`src/srpc_pkg.sv`:
```
// package for the sdram refresh and power command block
package srpc_pkg;
    localparam int ROW_W = 12;
    localparam int ROW_COUNT = 4096;
    localparam logic [2:0] CL_TWO = 3'h2;
    localparam logic [2:0] CL_THREE = 3'h3;
    localparam int MASK_RD_LAT = 2;
    localparam real SREF_TIME_MS = 64.0;
    localparam real CLK_PERIOD_NS = 5.0;
    localparam int REFRESH_ROWS = 4096;
    typedef enum logic [2:0] {
        SRPC_CMD_DESELECT,
        SRPC_CMD_NOP,
        SRPC_CMD_BURST_STOP,
        SRPC_CMD_REFRESH,
        SRPC_CMD_SELF_ENTRY,
        SRPC_CMD_OTHER
    } srpc_cmd_type;
    typedef struct packed {
        logic cs_n;
        logic ras_n;
        logic cas_n;
        logic we_n;
    } srpc_pins_type;
    typedef struct packed {
        logic active;
        logic is_read;
        logic auto_pre;
    } srpc_burst_type;
endpackage : srpc_pkg

```
`src/srpc_decode.sv`:
```
// command decoder for the refresh and power command block
`timescale 1ns/1ps
`default_nettype none
module srpc_decode (
    input wire srpc_pkg::srpc_pins_type pins_i,
    input wire logic cke_i,
    output srpc_pkg::srpc_cmd_type cmd_o
);
    always_comb begin
        if (pins_i.cs_n) begin
            cmd_o = srpc_pkg::SRPC_CMD_DESELECT;
        end else begin
            unique case ({pins_i.ras_n, pins_i.cas_n, pins_i.we_n})
                3'b111: cmd_o = srpc_pkg::SRPC_CMD_NOP;
                3'b110: cmd_o = srpc_pkg::SRPC_CMD_BURST_STOP;
                3'b001: cmd_o = cke_i ? srpc_pkg::SRPC_CMD_REFRESH : srpc_pkg::SRPC_CMD_SELF_ENTRY;
                default: cmd_o = srpc_pkg::SRPC_CMD_OTHER;
            endcase
        end
    end
endmodule : srpc_decode
`default_nettype wire

```
`src/srpc_top.sv`:
```
// refresh, burst stop, power state and data mask handling of the sdram
`timescale 1ns/1ps
`default_nettype none
module srpc_top #(
    parameter int ROW_W = srpc_pkg::ROW_W
) (
    input wire logic ref_clk_i,
    input wire logic rst_i,
    input wire srpc_pkg::srpc_pins_type pins_i,
    input wire logic cke_i,
    input wire logic dqm_i,
    input wire logic [2:0] cas_latency_i,
    input wire logic burst_start_i,
    input wire logic burst_is_read_i,
    input wire logic burst_auto_pre_i,
    input wire logic burst_done_i,
    output logic refresh_o,
    output logic [ROW_W-1:0] refresh_row_o,
    output logic self_refresh_o,
    output logic power_down_o,
    output logic clk_suspend_o,
    output logic burst_active_o,
    output logic read_data_valid_o,
    output logic write_enable_o,
    output logic buffers_on_o,
    output logic read_oe_o
);
    srpc_pkg::srpc_cmd_type cmd;
    srpc_pkg::srpc_burst_type burst_r;
    logic [ROW_W-1:0] row_r;
    logic refresh_r;
    logic self_r;
    logic pd_r;
    logic susp_r;
    logic [2:0] drain_r;
    logic [srpc_pkg::MASK_RD_LAT-1:0] mask_pipe_r;
    logic int_clk_en;
    logic cmd_live;

    // a burst or a read drain still occupies the data path
    function automatic logic path_busy(input srpc_pkg::srpc_burst_type burst, input logic [2:0] drain);
        return burst.active || drain != 3'h0;
    endfunction : path_busy

    srpc_decode u_decode (
        .pins_i(pins_i),
        .cke_i(cke_i),
        .cmd_o(cmd)
    );

    // internal clock runs unless suspended, powered down or in self refresh
    assign int_clk_en = !susp_r && !pd_r && !self_r;
    assign cmd_live = int_clk_en && cke_i;

    // burst tracking and termination
    always_ff @(posedge ref_clk_i) begin
        if (rst_i) begin
            burst_r <= '0;
            drain_r <= 3'h0;
        end else if (cmd_live) begin
            if (burst_start_i) begin
                burst_r <= '{active: 1'b1, is_read: burst_is_read_i, auto_pre: burst_auto_pre_i};
                drain_r <= 3'h0;
            end else if (cmd == srpc_pkg::SRPC_CMD_BURST_STOP && burst_r.active && !burst_r.auto_pre) begin
                burst_r.active <= 1'b0;
                drain_r <= burst_r.is_read ? cas_latency_i : 3'h0;
            end else if (burst_done_i) begin
                burst_r.active <= 1'b0;
            end else if (drain_r != 3'h0) begin
                drain_r <= drain_r - 3'h1;
            end
        end
    end

    // auto refresh with internal row counter
    always_ff @(posedge ref_clk_i) begin
        if (rst_i) begin
            row_r <= '0;
            refresh_r <= 1'b0;
        end else begin
            refresh_r <= 1'b0;
            if (cmd_live && cmd == srpc_pkg::SRPC_CMD_REFRESH) begin
                refresh_r <= 1'b1;
                row_r <= row_r + 1'b1;
            end
        end
    end

    // self refresh entry and exit
    always_ff @(posedge ref_clk_i) begin
        if (rst_i) begin
            self_r <= 1'b0;
        end else if (self_r) begin
            if (cke_i) begin
                self_r <= 1'b0;
            end
        end else if (int_clk_en && cmd == srpc_pkg::SRPC_CMD_SELF_ENTRY && !burst_r.active) begin
            self_r <= 1'b1;
        end
    end

    // clock suspend and power-down
    always_ff @(posedge ref_clk_i) begin
        if (rst_i) begin
            susp_r <= 1'b0;
            pd_r <= 1'b0;
        end else if (susp_r || pd_r) begin
            if (cke_i) begin
                susp_r <= 1'b0;
                pd_r <= 1'b0;
            end
        end else if (!self_r && !cke_i && cmd != srpc_pkg::SRPC_CMD_SELF_ENTRY) begin
            susp_r <= path_busy(burst_r, drain_r);
            pd_r <= !path_busy(burst_r, drain_r);
        end
    end

    // data mask: read output disable delayed two cycles
    always_ff @(posedge ref_clk_i) begin
        if (rst_i) begin
            mask_pipe_r <= '0;
        end else begin
            mask_pipe_r <= {mask_pipe_r[srpc_pkg::MASK_RD_LAT-2:0], dqm_i};
        end
    end

    assign refresh_o = refresh_r;
    assign refresh_row_o = row_r;
    assign self_refresh_o = self_r;
    assign power_down_o = pd_r;
    assign clk_suspend_o = susp_r;
    assign burst_active_o = burst_r.active;
    assign read_data_valid_o = int_clk_en && ((burst_r.active && burst_r.is_read) || drain_r != 3'h0);
    assign write_enable_o = int_clk_en && cke_i && burst_r.active && !burst_r.is_read && !dqm_i;
    assign buffers_on_o = !pd_r && !self_r;
    assign read_oe_o = read_data_valid_o && !mask_pipe_r[srpc_pkg::MASK_RD_LAT-1];
endmodule : srpc_top
`default_nettype wire

```
`config.mk`:
```
export PLATFORM = sky130hd
export DESIGN_NAME = srpc_top
export DESIGN_NICKNAME = d
export VERILOG_FILES = /design/src/srpc_pkg.sv /design/src/srpc_decode.sv /design/src/srpc_top.sv
export SDC_FILE = /design/constraint.sdc
export NUM_CORES = 1
export LEC_CHECK = 0
export BUFFER_PORTS_ARGS = -buffer_cell sky130_fd_sc_hd__buf_4
export CAP_MARGIN = 20
export CORE_MARGIN = 3
export CORE_UTILIZATION = 53
export DETAILED_ROUTE_END_ITERATION = 12
export PLACE_DENSITY = 0.82
export SLEW_MARGIN = 15
export SYNTH_ARGS = -nofsm -noshare
export SYNTH_HDL_FRONTEND = slang
export SYNTH_SLANG_ARGS = --single-unit
```
`constraint.sdc`:
```
create_clock -name ref_clk_i -period 5.9 [get_ports ref_clk_i]
set_input_delay 0.295 -clock ref_clk_i [delete_from_list [all_inputs] [get_ports ref_clk_i]]
set_output_delay 0.295 -clock ref_clk_i [all_outputs]
set_load 0.1 [all_outputs]
```
==> run metrics <==
TritonCTS Buffers 3; Yosys cell types 35; clock sink count 24; CTS Root Cell clkbuf_4; DR vias 1129; core area 2000 µm²; met3 Use GR 0.0313; Total Nets Final 188; Residual DRC 0; Max Fclk 0.411 GHz; Post-Synth XOR/XNOR Area 0.0609; starting density of the core 0.575; Hold WC Path Type input pin to flop; setup bufs post-CTS 0; Post-Syn Area approximately 1200 µm²; layout cells sized above 1 0.250; Flop pwr share 0.581; mux share of post-synthesis cell area 0.0174; grt total ovfl 0; routability cong. 0.855; post-synthesis compound-gate area fraction 0.122; num ports 36; DRT iter0 DRCs 23; Detail Placement HPWL 2.02 mm; initial antenna violation count 0; clock share of power 0.238; critical path class flop to flop; crit path time final about 2.4 ns; worst slew pin tran 0.506 ns; Crit. End Element flop; area of the multi-input gates 626 µm²; Comb power frac 0.181; Yosys top cell by area dfxtp_1; placed inst area roughly 1400 µm²; Leak about 0.54 nW; die span in x 52.6 µm; row cnt 16; RSZ-0062 raised after global routing no; status finished clean; post_cts resized 0; FF/Latch Area roughly 480 µm²; busiest grt layer met2; TNS Setup 0 ns; largest net degree at the start of global routing 26; Yosys warnings 0; Synth Instances ~130; grt met2 use 0.355; synthesized area per cell 8.59 µm²; FILL cells 169; Synth Flop Type dfxtp_1; Switching Fraction 0.291; first drt pass iteration count 5; post-cts hold buffer count 0; share of the synthesized area in the top cell type 0.417; Maximum Capacitance Violations 0; number of flops mapped to enable cells by yosys 0; Die Ht 52.6 µm; first-pass GRT wire length around 4.6 mm; P_int about 210 µW; simple logic cell fraction of the synthesized area 0.311; met1 GRT Util 0.291; PD cells 200 nW/µm²; Syn Nets 152; vias in the first global route 1065; H-tree depth 1; CTS clk-pin slew, worst paths 0.12 ns; largest family of logic cells by synthesized area simple AND/OR/NAND/NOR gates; CP arrival 2.68 ns; PortBufs 35; clk buf depth 2; Net Sw Power approximately 85 µW; Area Overhead vs Synth 26.1%; Finished Core Util 0.725; slew margin rel. 0.658; DRT antenna net count 0; Total GRT Usage 0.220; Finished Cell Area 1450 µm²; Post-Route WL 2.61 mm; top post-synthesis cells by area dfxtp_1, xnor2_1, nand3_1; Fin Clk Skew slightly below 0.005 ns; Fin. Hold Viols 0; worst skew pair latency around 0.3 ns; WL/cell 13.4 µm; total die area 2770 µm²; Final Max Tran Viols 0; Async SR Flop Fraction 0; Adder-Cell Fraction of Synth Area 0.0326; Worst Setup Start Kind flop; crit-path max FO 12; Fin Hold WS 0.169 ns; Ant. Diodes 0; top-count cell post-synth dfxtp_1; required time of the worst setup path 6.15 ns; Total Power 290 µW; Final Setup Violations 0; CTS tree yes; most frequent cells after synthesis dfxtp_1, nor2_1, nand2_1; Vias/cell 5.79; post-route clock period utilization 0.412; Seq/Total Area, Yosys 0.417; peak supply drop 149 µV; register bit total from synthesis 24
layout make-up:
type | count | area share
clock buffers | 3 | 0.0155
inverters | 5 | 0.0129
multi-input cells | 100 | 0.431
flip-flops and latches | 24 | 0.331
well taps | 27 | 0.0233
repair buffers | 36 | 0.186
sequential cells by signal, summed over array words and instances, names as in the netlist:
register        flops
burst_active_o      1
burst_r             2
clk_suspend_o       1
drain_r             3
mask_pipe_r         2
power_down_o        1
refresh_o           1
refresh_row_o      12
self_refresh_o      1
metrics by stage:
step / worst slack (ns) / instances
after floorplan: 0.941 / 134
after global placement: 3.54 / 192
after detailed placement: 3.50 / 192
after CTS: 3.46 / 195
after global routing: 3.30 / 195
final: 3.47 / 195
layer usage:
metal,vias to the layer above,share of wire
met2,39,0.50
met5,-,0
met1,533,0.42
met3,2,0.072
li1,555,-
met4,0,0.0046
power by group through the flow:
stage	logic, mW	registers, mW	clock network [mW]
6_report	0.0526	0.168	0.0691
5_1_grt	0.0567	0.169	0.0785
4_1_cts	0.0526	0.168	0.0725
3_5_place_dp	0.0524	0.172	0
3_3_place_gp	0.0518	0.172	0
2_1_floorplan	0.0229	0.184	0
final timing paths:
kind | from | endpoint | slack [ns] | cells past startpoint
worst max register to register | power_down_o | refresh_row_o[11] | 3.47 | 4
worst min register to register | mask_pipe_r[0] | mask_pipe_r[1] | 0.45 | 1
worst max-delay path | power_down_o | refresh_row_o[11] | 3.47 | 4
worst min-delay path | cke_i | clk_suspend_o | 0.17 | 2
cells in the final DEF, fill, tap and decap left out, types with 3 or more instances in the layout:
cell,count
a21oi_1,8
buf_4,36
clkbuf_4,3
dfxtp_1,24
ha_1,3
inv_1,5
nand2_1,10
nand3_1,9
nor2_1,12
nor2b_1,4
nor3_1,7
nor4_1,6
nor4b_1,4
o21ai_0,4
xnor2_1,7
cell families (layout without fill, tap and decap cells):
group | count (synthesis) | after routing
and+or+nand+nor | 65 | 65
DFF | 24 | 24
AOI/OAI and AO/OA | 22 | 22
buffers and inverters | 10 | 44
xor gates and xnor gates | 8 | 8
adders and majority gates | 3 | 3
muxes | 2 | 2
critical path: stages, from the launching register on:
cell and delay [ns]:
dfxtp_1 0.38, or4b_1 0.72, or4_4 0.63, or4_1 0.51, a21oi_1 0.15
Power figures use the tool's default switching activity.
